## src/rtl/eds_page_pkg.sv

```systemverilog
// Constants and carrier types for the extended data space paging logic.
package xpage_pkg;

    // ======================================================================
    // Widths
    // ======================================================================
    localparam int unsigned DADDR_W     = 16;
    localparam int unsigned DATA_W      = 16;
    localparam int unsigned OFS_W       = 15;
    localparam int unsigned RPAGE_W     = 10;
    localparam int unsigned WPAGE_W     = 9;
    localparam int unsigned XADDR_W     = 24;
    localparam int unsigned PMEM_ADDR_W = 23;
    localparam int unsigned PMEM_PAGE_W = PMEM_ADDR_W - OFS_W;

    // ======================================================================
    // Field positions and reset values
    // ======================================================================
    localparam int unsigned        UPPER_HALF_BIT = 15;
    localparam logic [RPAGE_W-1:0] PMEM_PAGE_MIN  = 10'h200;
    localparam logic [RPAGE_W-1:0] RPAGE_RST      = 10'h001;
    localparam logic [WPAGE_W-1:0] WPAGE_RST      = 9'h001;
    localparam logic [WPAGE_W-1:0] BASE_PAGE      = 9'h000;

    // ======================================================================
    // Carriers
    // ======================================================================
    typedef struct packed {
        logic                 req;
        logic                 we;
        logic [DADDR_W-1:0]   addr;
        logic [DATA_W-1:0]    wdata;
    } core_acc_t;

    typedef struct packed {
        logic                   dmem_req;
        logic                   dmem_we;
        logic                   dmem_paged;
        logic [XADDR_W-1:0]     dmem_addr;
        logic                   pmem_req;
        logic [PMEM_ADDR_W-1:0] pmem_addr;
    } mem_acc_t;

endpackage : xpage_pkg

```

## src/rtl/eds_page_xlate.sv

```systemverilog
// Combinational address translation for one core access.
`timescale 1ns/100ps
module xpage_xlate (
    // Page registers
    input  wire logic [xpage_pkg::RPAGE_W-1:0] i_rpage,
    input  wire logic [xpage_pkg::WPAGE_W-1:0] i_wpage,
    // Core access
    input  wire xpage_pkg::core_acc_t          i_acc,
    // Translated access
    output      xpage_pkg::mem_acc_t           o_mem
);
    import xpage_pkg::*;

    logic                 upper;
    logic [OFS_W-1:0]     ofs;

    always_comb begin
        upper = i_acc.addr[UPPER_HALF_BIT];
        ofs   = i_acc.addr[OFS_W-1:0];
        o_mem = '0;
        if (i_acc.req) begin
            if (!upper) begin
                o_mem.dmem_req  = 1'b1;
                o_mem.dmem_we   = i_acc.we;
                o_mem.dmem_addr = {BASE_PAGE, ofs};
            end else if (i_acc.we) begin
                // Writes never reach program space; the write page is too narrow to name it.
                o_mem.dmem_req   = 1'b1;
                o_mem.dmem_we    = 1'b1;
                o_mem.dmem_paged = 1'b1;
                o_mem.dmem_addr  = {i_wpage, ofs};
            end else if (i_rpage >= PMEM_PAGE_MIN) begin
                o_mem.pmem_req  = 1'b1;
                o_mem.pmem_addr = {i_rpage[PMEM_PAGE_W-1:0], ofs};
            end else begin
                o_mem.dmem_req   = 1'b1;
                o_mem.dmem_paged = 1'b1;
                o_mem.dmem_addr  = {i_rpage[WPAGE_W-1:0], ofs};
            end
        end
    end

endmodule : xpage_xlate

```

## src/rtl/eds_page.sv

```systemverilog
// Extended data space paging: page registers and registered address translation.
`timescale 1ns/100ps
module extended_data_space_paging (
    // Clock and reset
    input  wire logic                            i_sys_clk,
    input  wire logic                            i_rst_b,
    // Page register loads from the core
    input  wire logic                            i_rpage_we,
    input  wire logic                            i_wpage_we,
    input  wire logic [xpage_pkg::RPAGE_W-1:0]   i_page_wdata,
    // Core access
    input  wire xpage_pkg::core_acc_t            i_acc,
    // Page register state
    output      logic [xpage_pkg::RPAGE_W-1:0]   o_rpage,
    output      logic [xpage_pkg::WPAGE_W-1:0]   o_wpage,
    // Memory side
    output      xpage_pkg::mem_acc_t             o_mem,
    output      logic [xpage_pkg::DATA_W-1:0]    o_wdata
);
    import xpage_pkg::*;

    // ======================================================================
    // State
    // ======================================================================
    // All the block remembers sits in one struct, so reset and update each touch it in one place.
    typedef struct packed {
        logic [RPAGE_W-1:0] rpage;
        logic [WPAGE_W-1:0] wpage;
        mem_acc_t           mem;
        logic [DATA_W-1:0]  wdata;
    } page_state_t;

    page_state_t st_r;
    page_state_t st_nxt;
    mem_acc_t    xl_mem;

    // ======================================================================
    // Translation
    // ======================================================================
    // Translation uses the page values held before this cycle's load, so a load and an access
    // in the same cycle see the old page; this keeps the path short at the cost of one cycle.
    xpage_xlate u_xlate (
        .i_rpage (st_r.rpage),
        .i_wpage (st_r.wpage),
        .i_acc   (i_acc),
        .o_mem   (xl_mem)
    );

    // ======================================================================
    // Next state
    // ======================================================================
    // Both page loads share one data bus, so loading both in one cycle gives them the same page;
    // the write page simply drops the top bit, which keeps it out of program space.
    always_comb begin
        st_nxt     = st_r;
        st_nxt.mem = xl_mem;
        st_nxt.wdata = (i_acc.req && i_acc.we) ? i_acc.wdata : st_r.wdata;
        if (i_rpage_we) begin
            st_nxt.rpage = i_page_wdata;
        end
        if (i_wpage_we) begin
            st_nxt.wpage = i_page_wdata[WPAGE_W-1:0];
        end
    end

    // ======================================================================
    // Registers
    // ======================================================================
    // The reset branch loads constants only, so the reset path never depends on live logic.
    always_ff @(posedge i_sys_clk or negedge i_rst_b) begin
        if (!i_rst_b) begin
            st_r       <= '0;
            st_r.rpage <= RPAGE_RST;
            st_r.wpage <= WPAGE_RST;
        end else begin
            st_r <= st_nxt;
        end
    end

    // ======================================================================
    // Outputs
    // ======================================================================
    // Every output is a flop, so the memory arrays see a clean request one cycle after the core;
    // the price is one cycle of latency on every access.
    assign o_rpage = st_r.rpage;
    assign o_wpage = st_r.wpage;
    assign o_mem   = st_r.mem;
    assign o_wdata = st_r.wdata;
endmodule : extended_data_space_paging

```

## config.mk

```make
export PLATFORM = sky130hd
export DESIGN_NAME = extended_data_space_paging
export DESIGN_NICKNAME = d
export VERILOG_FILES = /design/src/rtl/eds_page_pkg.sv /design/src/rtl/eds_page_xlate.sv /design/src/rtl/eds_page.sv
export SDC_FILE = /design/constraint.sdc
export NUM_CORES = 1
export LEC_CHECK = 0
export BUFFER_PORTS_ARGS = -buffer_cell sky130_fd_sc_hd__buf_2
export CAP_MARGIN = 20
export CORE_MARGIN = 2
export CORE_UTILIZATION = 47
export DETAILED_ROUTE_END_ITERATION = 12
export GPL_TIMING_DRIVEN = 0
export PLACE_DENSITY_LB_ADDON = 0.12
export SLEW_MARGIN = 30
export SYNTH_ARGS = -nofsm -noshare
export SYNTH_HDL_FRONTEND = slang
export SYNTH_SLANG_ARGS = --single-unit
export TNS_END_PERCENT = 20
```

## constraint.sdc

```tcl
create_clock -name i_sys_clk -period 1.45 [get_ports i_sys_clk]
set_input_delay 0.29 -clock i_sys_clk [delete_from_list [all_inputs] [get_ports i_sys_clk]]
set_output_delay 0.29 -clock i_sys_clk [all_outputs]
set_load 0.01 [all_outputs]
```

# Word-level counts from Yosys, hierarchy flattened
# Index checks and enable logic that the tools add are counted.
# W data, S select, Z words.
# word_totals
ff_bits	86
inputBits	48
word_cells	23
# op_classes
magnitude_cmp	1
mux	12
n_reduce_logical	1
# ops
op	count
$mux W24	4
$mux W51	1
$mux W25	2
$ge A10 B10 Y1 const B	1
$mux W1	4
$mux W2	1
$logic_and A1 B1 Y1	1

# Depth between registers and ports, before layout
# Gate-level depths: netlist of run 1.
# depth
word_depth	5
ltp_mapped	4
ltp_nobuf	2

# Modules after synthesis
# Synthesis of run 1 repeated with hierarchy kept, for this count alone.
# hier_totals
hier_cells	205
hier_area_um2	3165.5
# by_module_without_submodules
mod	n_inst	cells_per_inst	area_per_inst_um2	seq_area_each_um2
extended_data_space_paging	1	125	2613.8	2154.6
xpage_xlate	1	80	551.8	0.0

# Least setup slack after synthesis of run 1
# No wires, ideal clock.
# synth_path
path_kind	reg2reg
from	register st_r, in the netlist o_rpage[9]
to	register st_r, in the netlist o_mem[39]
setup_ns	0.079
arrival_ns	1.066
t_required_ns	1.371
path_slack_ns	0.305
stages_incl_launch_ff	4
path_buffers	1
period_less_slack_ns	1.145
cell_sequence	dfrtp_1 > clkbuf_2 > or3b_1 > a21oi_1
# synth_lines
item	line_no	rtl
start: declaration	eds_page.sv:33	page_state_t st_r;
start signal: assignment	eds_page.sv:76	st_r <= st_nxt;

# Final worst setup path of run 1
# layout_path
from	register st_r, in the netlist o_rpage[0]
to	output port o_rpage[0] in the netlist's numbering
# layout_lines
item	line_no	rtl
end: declaration	eds_page.sv:14	output logic [xpage_pkg::RPAGE_W-1:0] o_rpage,
# No word-level cell between the ends.

==> results of run 1 <==
-- synth_stat cells --
cell / count / area share, %
dfstp_2: 2 / 1.7
nand2_4: 1 / 0.36
clkbuf_1: 1 / 0.12
mux2_2: 35 / 13
inv_1: 2 / 0.24
and4b_4: 1 / 0.44
and3b_1: 16 / 4.5
dfrtp_1: 84 / 67
nor2b_1: 1 / 0.20
a21oi_1: 10 / 1.6
clkbuf_2: 1 / 0.16
buf_4: 3 / 0.72
or3b_1: 9 / 2.5
buf_2: 3 / 0.48
nand2_1: 10 / 1.2
buf_6: 3 / 1.1
and2_1: 23 / 4.6
-- repair_timing --
action                    4_1_cts  5_1_grt
hold buffers                    1        0
hold endpoints to repair       29        0
buffers inserted                0        0
-- sequential cells by signal (all words and copies together) (netlist names) --
name     flops
o_rpage     10
o_wpage      9
o_mem       51
o_wdata     16
-- metal layers --
metal | vias up | global-route usage (%) | share of wire (%)
met1 | 993 | 23.6 | 41
met4 | 0 | 5.19 | 0.91
met2 | 80 | 29.5 | 49
met5 | - | 0 | 0
met3 | 5 | 7.68 | 8.5
li1 | 976 | - | -
-- cell type report --
class                      count  area, sq um
fill                         499         2250
sequential                    86         2150
multi-input combinational    106          876
timing repair buffer         132          694
clock buffer                  12          135
tap                           77         96.3
clock inverter                 4         95.1
buffer                        11         80.1
inverter                       2         7.51
-- report_power, final --
group          switching (W)  internal [W]
logic               0.000335      0.000332
clock network       0.000791       0.00114
registers          0.0000821       0.00257
total                0.00121       0.00405
-- metrics by stage --
| stage | utilization, % | std cells | TNS (ns) | cell area (sq um) |
|---|---|---|---|---|
| 3_3_place_gp | 60.5 | 412 | -46.97 | 3860 |
| 4_1_cts | 64.8 | 430 | 0 | 4140 |
| 3_5_place_dp | 61.1 | 413 | 0 | 3900 |
| 2_1_floorplan | - | 205 | 0 | 3120 |
| 5_1_grt | 64.8 | 430 | 0 | 4140 |
| 6_report | 64.8 | 430 | 0 | 4140 |
-- worst max path at each step --
stage	from	to	slack, ns	cells after the start
floorplan	o_rpage[9]$_DFFE_PN0P_	o_mem[39]$_DFF_PN0_	0.30	3
global placement	i_rst_b	o_wdata[3]$_DFFE_PN0P_	-0.56	1
detailed placement	o_rpage[9]$_DFFE_PN0P_	o_mem[43]$_DFF_PN0_	0.16	3
CTS	o_rpage[0]$_DFFE_PN1P_	o_rpage[0]	0.11	1
global route	o_rpage[0]$_DFFE_PN1P_	o_rpage[0]	0.08	1
finish	o_rpage[0]$_DFFE_PN1P_	o_rpage[0]	0.12	1
-- logic make-up after synthesis --
logic type             Yosys count
flip-flops                      86
AND/OR/NAND/NOR                 61
multiplexers                    35
buffers and inverters           13
AO/OA/AOI/OAI                   10
==> results by stage, run 1 <==
Run status:
- The flow ran to the end, and the final reports show no timing, DRC or antenna violations.

STA:
- The slew at the pin closest to its max-slew limit is about 0.42 ns.
- The slack of the critical path is 0.123 ns.
- The tightest slew margin relative to the limit is 71.7%.
- The maximum clock rate is 0.754 GHz.
- Between clock sinks in the finished design, the worst skew comes to 0.00635 ns.
- The number of hold violations in the final report came to 0.
- The number of pins with negative max-slew slack in the final report is 0.
- The post-route minimum period is 1.33 ns.
- Dividing the final minimum period by the clock period gives between 90% and 100%.
- Across all hold checks on the routed design, the worst slack comes to 0.160 ns.
- Setup repair after global routing left no endpoint under its margin.
- Setup violations remaining at the end of the flow were counted as 0.

Worst setup path:
- The number of cells on the worst reg-to-reg path is 3.
- The signal on the critical path passes through buf_2.
- The worst stage delay on the critical path is 0.56 ns.
- In this run the critical register-to-register path is launched from o_rpage[9]$_DFFE_PN0P_.
- The dominant delay contributor by cell family on the critical path is flip-flops.
- The capturing point of the worst reg2reg path is o_mem[40]$_DFF_PN0_.
- Across all register-to-register paths, the minimum setup slack is 0.17 ns.
- The number of buffers and inverters on the critical path is 1.
- Data on the critical path arrives at its endpoint at 1.04 ns.
- The critical path endpoint category is an output pin.
- In this run the worst path has a maximum fanout of 4.
- The worst setup path is launched from a register.
- The required time of the critical path is between 1 and 1.5 ns.
- The critical path in this run is classified as register to output pin.
- The largest individual stage delay along the critical path comes from the cell dfstp_2.

Placed design:
- OpenSTA, run right after detailed placement, puts the worst setup slack at 0.157 ns.
- The count of buffers added on input and output ports is 130.
- The final weighted congestion in routability-driven placement is 0.763.
- The estimated wirelength of the detail-placed design is 4640 um.

Clock tree:
- The buffer cell driving the clock tree root is clkbuf_8.
- TritonCTS built the clock tree.
- The number of levels in the clock H-tree is 3.
- The later pin in the worst-skew pair is clocked with a latency of 0.34 ns.
- The number of sinks driven by the clock tree is 86.
- The number of resized instances in the post-cts repair step is 0.
- The number of buffers created by CTS is 9.
- The clock slew at the register clock pins of the worst setup and hold paths is 0.08 ns.
- The maximum buffer depth of the clock tree is 2.

Worst hold path:
- The endpoint of the worst hold-timing path is o_mem[11]$_DFF_PN0_.
- The critical hold path startpoint is i_acc[27].
- The depth of the worst hold-timing path is 2.
- The path type of the worst min-delay path is primary input to register.

Synth:
- A synthesized cell averages 15.2 sq um.
- Of the synthesized area, sequential elements account for 69.1%.
- Counting flops and latches in the post-synthesis netlist gives 86.
- The area share of fa/ha/maj cells after synthesis is 0%.
- Summing the areas of all compound-gate instances in the mapped netlist gives 1.61% of the synthesized area.
- The cell count after synthesis came out at 205.
- After Yosys synthesis, and, or, nand and nor cells account for 13.8% of the synthesized area.
- Summing every instance area after synthesis gives 3120 sq um.
- The xor and xnor area share after synthesis is 0%.
- Synthesis produced a netlist with a net count of 253.
- During synthesis, Yosys emitted a total of 0 warnings.
- The mux contribution to synthesized area is 12.6%.
- The number of distinct library cell variants in the gate-level netlist after synthesis is 17.
- After synthesis, the largest family of logic cells by area is simple AND/OR/NAND/NOR gates.

Finish:
- The library cell used most frequently in the layout, excluding fill and tap cells, is buf_2.
- After the last flow step, the layout net total stands at 396.
- The library cells used most frequently in the layout, excluding fill and tap cells, are buf_2, dfrtp_1, mux2_2.
- The relative area change from synthesis to final layout is 32.7%.
- The share of cells above drive strength 1 is between 50% and 60%.
- The repair_antennas step left the layout with diodes totalling 0.

Floorplan:
- The die area is 7300 sq um.
- The boundary pin count is 134.
- The y dimension of the die is 85.5 um.
- The horizontal die dimension is 85.5 um.
- The core area is 6390 sq um.
- The row count is 29.
- The initial core utilization is slightly below 50%.

Power and ir drop:
- The design draws 0.00526 W.
- The cell leakage power is 2.25 nW.
- The highest ir drop seen on vdd is about 940 uV.
- In this run the power density over the cells is 1270 nW/um^2.

Detailed routing:
- After detailed routing, the number of remaining DRC violations is 0.
- The pre-antenna-repair detailed-routing pass consisted of 3 iterations.
- Dividing the detail-routed wire length by the instance count gives between 15 and 20 um.
- The number of DRC markers after the initial detailed-route iteration is 68.
- The detailed-route via count is 2054.
- After detailed routing, the number of vias per cell comes to approximately 4.8.
- The remaining antenna violation count after routing is 0.
- The total wirelength of the detailed-routed design is 6500 um.

Global route:
- The first global-routing pass estimated slightly above 10000 um of wire.
- The number of global-route vias before repair is 2017.
- The initial antenna violation count is 0.
- Summed over all layers, the global routing overflow is 0.
- For this run, the total global-route usage over all layers was measured as a little under a fifth.
- The pin count of the biggest net entering global routing is 58.

Run:
- Max-cap violations in this run came to 0.
(Power assumes the default switching activity.)
==> inputs of run 2 (changes only) <==
- CELL_PAD_IN_SITES_DETAIL_PLACEMENT: default -> 1
- CELL_PAD_IN_SITES_GLOBAL_PLACEMENT: default -> 2
- CORE_UTILIZATION: 47 -> 30
==> run 2 against run 1 <==
Net effect: die area is 54% higher; critical path depth stayed put; via count is 2.2% higher; sequential cell count stayed put; clock-buffer cell count is 1 lower; highest routed layer unchanged; clock skew is 0.0063 ns higher; final area is 1.1% higher; register-to-register slack hardly changed; hold slack better by 0.0019 ns; non-clock buffer count stayed put.
==> results by stage, run 2 (synthesis results as in run 1) <==
Global route:
- After global routing, the most crowded layer is met2.
- The pin count of the biggest net entering global routing is 54 (-6.9%).
- The met1 track demand over resource in global routing came to 18.1% (-5.5 points).
- The initial antenna violation count was 0 (unchanged).
- The global-route track usage on met2 came to 23.0% (-6.6 points).
- The number of global-route vias before repair was 2221 (+10%).
- The first-pass GRT wire length came to 12200 um (+19%).
- The global routing met3 resource utilization is 4.11% (-3.6 points).
- The leftover overflow at the end of global routing came to 0 (unchanged).
- The overall global routing resource usage came to 14.2% (-4.4 points).

Placed design:
- The estimated wirelength of the detail-placed design is 5430 um (+17%).
- The total instance count after detailed placement was 472 (+14%).
- The pre-CTS setup slack came to 0.148 ns (-0.00928 ns).
- The count of port buffers added during placement is 130 (unchanged).
- The final weighted congestion in routability-driven placement is 0.688 (-9.8%).

Detailed routing:
- The total wirelength of the detailed-routed design is 7630 um (+17%).
- The post-detailed-route DRC marker count is 0 (unchanged).
- The routed length per placed instance is 15.6 um (+3.5%).
- The remaining antenna violation count after routing is 0 (unchanged).
- The number of DRC markers after the initial detailed-route iteration was 48 (-29%).
- The first-pass iteration count of the detailed router was 3 (unchanged).
- The routed via count divided by cell count is 4.30 (-10%).
- The detailed-route via count came to 2099 (+2.2%).

STA:
- The slew at the pin closest to its max-slew limit is 0.422 ns (-0.00240 ns).
- The final worst-path cycle share is 91.8% (+0.32 points).
- The slack of the critical path is 0.118 ns (-0.00467 ns).
- The tightest slew margin relative to the limit is 71.8% (+0.16 points).
- Setup repair after global routing left no endpoint under its margin.
- The number of hold violations in the final report is 0 (unchanged).
- The number of pins with negative max-slew slack in the final report was 0 (unchanged).
- The maximum clock rate is 0.751 GHz (-0.35%).
- The maximum clock skew at final layout is 0.0127 ns (+0.00632 ns).
- The post-route minimum period was 1.33 ns (+0.00467 ns).
- The worst hold margin is 0.162 ns (+0.00193 ns).
- The setup-violating endpoint count in the final report is 0 (unchanged).

Finish:
- The count of nets after finishing is 396 (unchanged).
- The flip-flop count of the largest register after layout is 51 (unchanged).
- The most frequent standard cell in the layout excluding fill and tap cells is buf_2.
- The count of antenna diodes in the layout is 0 (unchanged).
- The share of cells above drive strength 1 was 54.8% (+0.16 points).
- In the layout the commonest cells are buf_2, dfrtp_1, mux2_2.
- The relative area change from synthesis to final layout is 34.3%.
- The number of standard cells in the layout, taps in and fillers out came to 488 (+13%).

Worst setup path:
- The internal reg-to-reg setup slack came to 0.17 ns (about the same).
- The critical path depth in cells is 1 (unchanged).
- The required time of the critical path came to 1.16 ns (about the same).
- The last element of the critical path is o_rpage[0].
- The highest net fanout along the worst path came to 4 (unchanged).
- STA classifies the critical path endpoint as an output pin.
- On the critical path, the stage with the largest delay is an instance of dfstp_2.
- Broken down by cell family, the worst path's largest delay share belongs to flip-flops.
- The worst-case reg-to-reg path depth was 3 (unchanged).
- In this run the critical register-to-register path is launched from o_rpage[9]$_DFFE_PN0P_.
- The critical path goes through buf_2.
- The capturing point of the worst reg2reg path is o_mem[43]$_DFF_PN0_.
- The signal arrival time at the worst endpoint is 1.04 ns (about the same).
- The worst stage delay on the critical path is 0.56 ns (about the same).
- The startpoint kind of the worst setup timing path is a register.
- The kind of critical path is register to output pin.
- The number of buffers and inverters on the critical path is 1 (unchanged).
- The launch point of the worst path is o_rpage[0]$_DFFE_PN1P_.

Floorplan:
- The boundary pin count is 134 (unchanged).
- The core area is 10200 sq um (+59%).
- The horizontal die dimension is 106 um (+24%).
- The y dimension of the die was 106 um (+24%).
- The initial core utilization is 30.6% (-18 points).
- The row count came to 37 (+28%).
- The die area is 11200 sq um (+54%).

Clock tree:
- The number of levels in the clock H-tree is 3 (unchanged).
- TritonCTS built the clock tree.
- The clock latency at the later pin of the worst-skew pair was 0.34 ns (about the same).
- The total of hold buffers inserted after clock tree synthesis was 1 (unchanged).
- The root buffer cell chosen for the clock tree is clkbuf_8.
- The maximum buffer depth of the clock tree is 2 (unchanged).
- The buffer count from post-CTS setup fixing came to 0 (unchanged).
- The number of sinks driven by the clock tree is 86 (unchanged).
- The clock slew at the register clock pins of the worst setup and hold paths is 0.09 ns (about the same).
- The number of resized instances in the post-cts repair step is 0 (unchanged).
- The number of buffers created by CTS is 9 (unchanged).

Worst hold path:
- The path type of the worst min-delay path is primary input to register.

Run status:
- The run finished with clean final reports.

Power and ir drop:
- The highest ir drop seen on vdd is 384 uV (-59%).
- The cell area power density is 1220 nW/um^2 (-4.2%).
- The cell leakage power was 2.23 nW (-0.67%).
- The post-layout total power is 0.00509 W (-3.1%).

Run:
- The max-capacitance violation count is 0 (unchanged).
run 2: stage by stage:
step	setup TNS [ns]	cell area [sq um]	util [%]
after CTS	0	4190	41.1
after floorplan	0	3120	-
final	0	4190	41.1
after global routing	0	4190	41.1
after detailed placement	0	3970	39.0
after global placement	-58.30	3940	38.7
run 2: area by class of cell:
cell class              instances  area (sq um)
fillers                      1135          6000
flip-flops and latches         86          2150
multi-input cells             106           876
repair buffers                132           694
well taps                     136           170
clock buffers                  11           131
plain buffers                  11          80.1
clock inverters                 4          72.6
inverters                       2          7.51
run 2: metal layers:
layer | vias to the layer above | wire, um
li1 | 971 | -
met1 | 1044 | 3280
met2 | 74 | 3710
met3 | 10 | 540
met4 | 0 | 100
met5 | - | 0
run 2: how the worst min path moves through the flow:
| stage | from | slack [ns] | to | cells after the start |
|---|---|---|---|---|
| 3_3_place_gp | o_wdata[8]$_DFFE_PN0P_ | 0.48 | o_wdata[8]$_DFFE_PN0P_ | 1 |
| 3_5_place_dp | i_rst_b | 0.20 | o_mem[32]$_DFF_PN0_ | 1 |
| 5_1_grt | i_acc[17] | 0.16 | o_mem[1]$_DFF_PN0_ | 2 |
| 6_report | i_acc[28] | 0.16 | o_mem[12]$_DFF_PN0_ | 2 |
| 4_1_cts | i_acc[28] | 0.14 | o_mem[12]$_DFF_PN0_ | 2 |
| 2_1_floorplan | i_rst_b | -0.006 | o_mem[0]$_DFF_PN0_ | 0 |
run 2: power breakdown:
| group | switching (W) | total, W | internal, W |
|---|---|---|---|
| clock | 0.000794 | 0.00175 | 0.000960 |
| combinational | 0.000348 | 0.000681 | 0.000333 |
| sequential | 0.0000861 | 0.00266 | 0.00257 |
==> inputs of run 3 (changes only) <==
- CORE_ASPECT_RATIO: default -> 0.75
==> run 3 against run 2 <==
Net effect: setup slack better by 0.034 ns; clock skew is 0.010 ns lower; sequential share of layout area is 1.3 points lower; hold slack better by 0.011 ns; register-to-register slack hardly changed.
==> results by stage, run 3 (synthesis results as in run 1) <==
Placed design:
- The pre-CTS setup slack is 0.155 ns (+0.00752 ns).
- The estimated wirelength of the detail-placed design was 5530 um (+1.8%).
- The count of port buffers added during placement is 130 (unchanged).
- The final weighted congestion in routability-driven placement is 0.690 (+0.32%).
- The total instance count after detailed placement is 472 (unchanged).
- The placed standard-cell area is 3970 sq um (unchanged).

STA:
- The maximum clock skew at final layout was 0.00265 ns (-0.0100 ns).
- The setup-violating endpoint count in the final report came to 0 (unchanged).
- The maximum clock rate is 0.770 GHz (+2.6%).
- Setup repair after global routing left no endpoint under its margin.
- The post-route minimum period is 1.30 ns (-0.0335 ns).
- The number of hold violations in the final report was 0 (unchanged).
- The final worst-path cycle share is 89.5% (-2.3 points).
- The worst hold margin was 0.173 ns (+0.0108 ns).
- The tightest slew margin relative to the limit is 71.7% (-0.10 points).
- The slew at the pin closest to its max-slew limit came to 0.423 ns (+0.00151 ns).
- The slack of the critical path was 0.152 ns (+0.0335 ns).
- The number of pins with negative max-slew slack in the final report is 0 (unchanged).

Detailed routing:
- The first-pass iteration count of the detailed router is 4 (+1).
- The routed length per placed instance is 15.7 um (+0.46%).
- The routed via count divided by cell count was 4.35 (+1.1%).
- The remaining antenna violation count after routing came to 0 (unchanged).
- The number of DRC markers after the initial detailed-route iteration is 45 (-6.3%).
- The detailed-route via count was 2127 (+1.3%).
- The post-detailed-route DRC marker count is 0 (unchanged).
- The total wirelength of the detailed-routed design came to 7680 um (+0.67%).

Finish:
- The total area of multi-input combinational cells is 876 sq um (unchanged).
- The count of fill cells added during filler insertion was 1109 (-2.3%).
- The count of nets after finishing is 396 (unchanged).
- The flip-flop count of the largest register after layout is 51 (unchanged).
- The number of standard cells in the layout, taps in and fillers out was 489 (+0.20%).
- The share of cells above drive strength 1 was 55.5% (+0.69 points).
- The final instance area came to 4290 sq um (+2.5%).
- The relative area change from synthesis to final layout is 37.7%.
- The most frequent standard cell in the layout excluding fill and tap cells is buf_2.
- The total area of sequential cells is 2150 sq um (unchanged).
- The count of antenna diodes in the layout is 0 (unchanged).
- Leaving out fill and tap cells, the most frequent cells in the layout are buf_2, dfrtp_1, mux2_2.

Worst hold path:
- The tightest min-delay check is of the primary input to register type.

Clock tree:
- The clock slew at the register clock pins of the worst setup and hold paths came to 0.06 ns (-0.03 ns).
- The clock latency at the later pin of the worst-skew pair is 0.33 ns (about the same).
- TritonCTS built the clock tree.
- Clock tree synthesis selected as its root buffer the cell clkbuf_16.
- The number of levels in the clock H-tree is 3 (unchanged).
- The number of sinks driven by the clock tree is 86 (unchanged).
- The buffer count from post-CTS setup fixing came to 0 (unchanged).
- The maximum buffer depth of the clock tree came to 2 (unchanged).
- The number of buffers created by CTS is 9 (unchanged).

Worst setup path:
- The critical path endpoint category is an output pin.
- The highest net fanout along the worst path is 4 (unchanged).
- The startpoint kind of the worst setup timing path is a register.
- The largest individual stage delay along the critical path comes from the cell dfstp_2.
- The signal arrival time at the worst endpoint came to 1.01 ns (-0.03 ns).
- Traced cell by cell, the critical path runs through buf_2.
- In this design, the largest share of critical-path delay is due to flip-flops.
- The number of buffers and inverters on the critical path is 1 (unchanged).
- The kind of critical path is register to output pin.
- The required time of the critical path is 1.16 ns (about the same).
- The worst stage delay on the critical path is 0.54 ns (-0.02 ns).

Global route:
- The leftover overflow at the end of global routing is 0 (unchanged).
- The pin count of the biggest net entering global routing came to 67 (+24%).
- The overall global routing resource usage is 14.7% (+0.53 points).
- The number of global-route vias before repair is 2296 (+3.4%).
- The initial antenna violation count is 0 (unchanged).
- The first-pass GRT wire length is 12300 um (+1.0%).

Power and ir drop:
- The highest ir drop seen on vdd is 664 uV (+73%).
- The cell area power density was 1330 nW/um^2 (+9.1%).
- The cell leakage power is 2.28 nW (+2.0%).

Floorplan:
- The die area is 11200 sq um (about the same).
- The initial core utilization was 30.5% (-0.075 points).
- The row count is 32 (-14%).
- The boundary pin count is 134 (unchanged).
- The core area is 10200 sq um (+0.25%).
- The horizontal die dimension was 122 um (+15%).
- The y dimension of the die is 92.3 um (-13%).

Run:
- The max-capacitance violation count is 0 (unchanged).

Run status:
- The flow ran to the end, and the final reports show no timing, DRC or antenna violations.
[run 3: stage by stage]
stage | setup TNS [ns] | power (W) | utilization (%)
floorplan | 0 | 0.00302 | -
finish | 0 | 0.00570 | 42.0
detailed placement | 0 | 0.00340 | 38.9
global route | 0 | 0.00598 | 42.0
global placement | -58.62 | 0.00338 | 38.6
CTS | 0 | 0.00579 | 42.0
[run 3: area by class of cell]
type | instances | area share (%)
Multi-Input combinational cell | 106 | 20.4
Sequential cell | 86 | 50.2
Buffer | 11 | 1.87
Inverter | 2 | 0.175
Clock inverter | 5 | 1.34
Timing Repair Buffer | 132 | 16.2
Clock buffer | 11 | 5.89
Tap cell | 136 | 3.96
[run 3: worst paths after layout]
| path | slack (ns) | endpoint | startpoint | cells past startpoint |
|---|---|---|---|---|
| max | 0.15 | o_rpage[0] | o_rpage[0]$_DFFE_PN1P_ | 1 |
| min | 0.17 | o_mem[4]$_DFF_PN0_ | i_acc[20] | 2 |
| max reg2reg | 0.16 | o_mem[47]$_DFF_PN0_ | o_rpage[9]$_DFFE_PN0P_ | 3 |
| min reg2reg | 0.50 | o_wdata[12]$_DFFE_PN0P_ | o_wdata[12]$_DFFE_PN0P_ | 1 |
| max in group asynchronous | 0.49 | o_wdata[11]$_DFFE_PN0P_ | i_rst_b | 3 |
| min in group asynchronous | 0.37 | o_mem[42]$_DFF_PN0_ | i_rst_b | 2 |
[run 3: routing by layer]
layer | vias to the layer above | wire length (um) | track usage (%)
met4 | 0 | 164 | 5.75
li1 | 976 | - | -
met1 | 1056 | 3530 | 20.1
met5 | - | 0 | 0
met3 | 15 | 552 | 5.42
met2 | 80 | 3440 | 21.2
[run 3: power by group]
part	internal (W)	switching (W)
Sequential	0.00258	0.0000868
Clock	0.00142	0.000929
Combinational	0.000333	0.000346
[run 3: worst reg2reg max path: stages (launching register included)]
cell	delay, ns
dfrtp_1	0.42
clkbuf_2	0.22
or3b_1	0.40
a21oi_1	0.17
[run 3: what timing repair did]
action                    4_1_cts  5_1_grt
hold buffers                    1        0
hold endpoints to repair       18        0
gates resized for setup         0        0
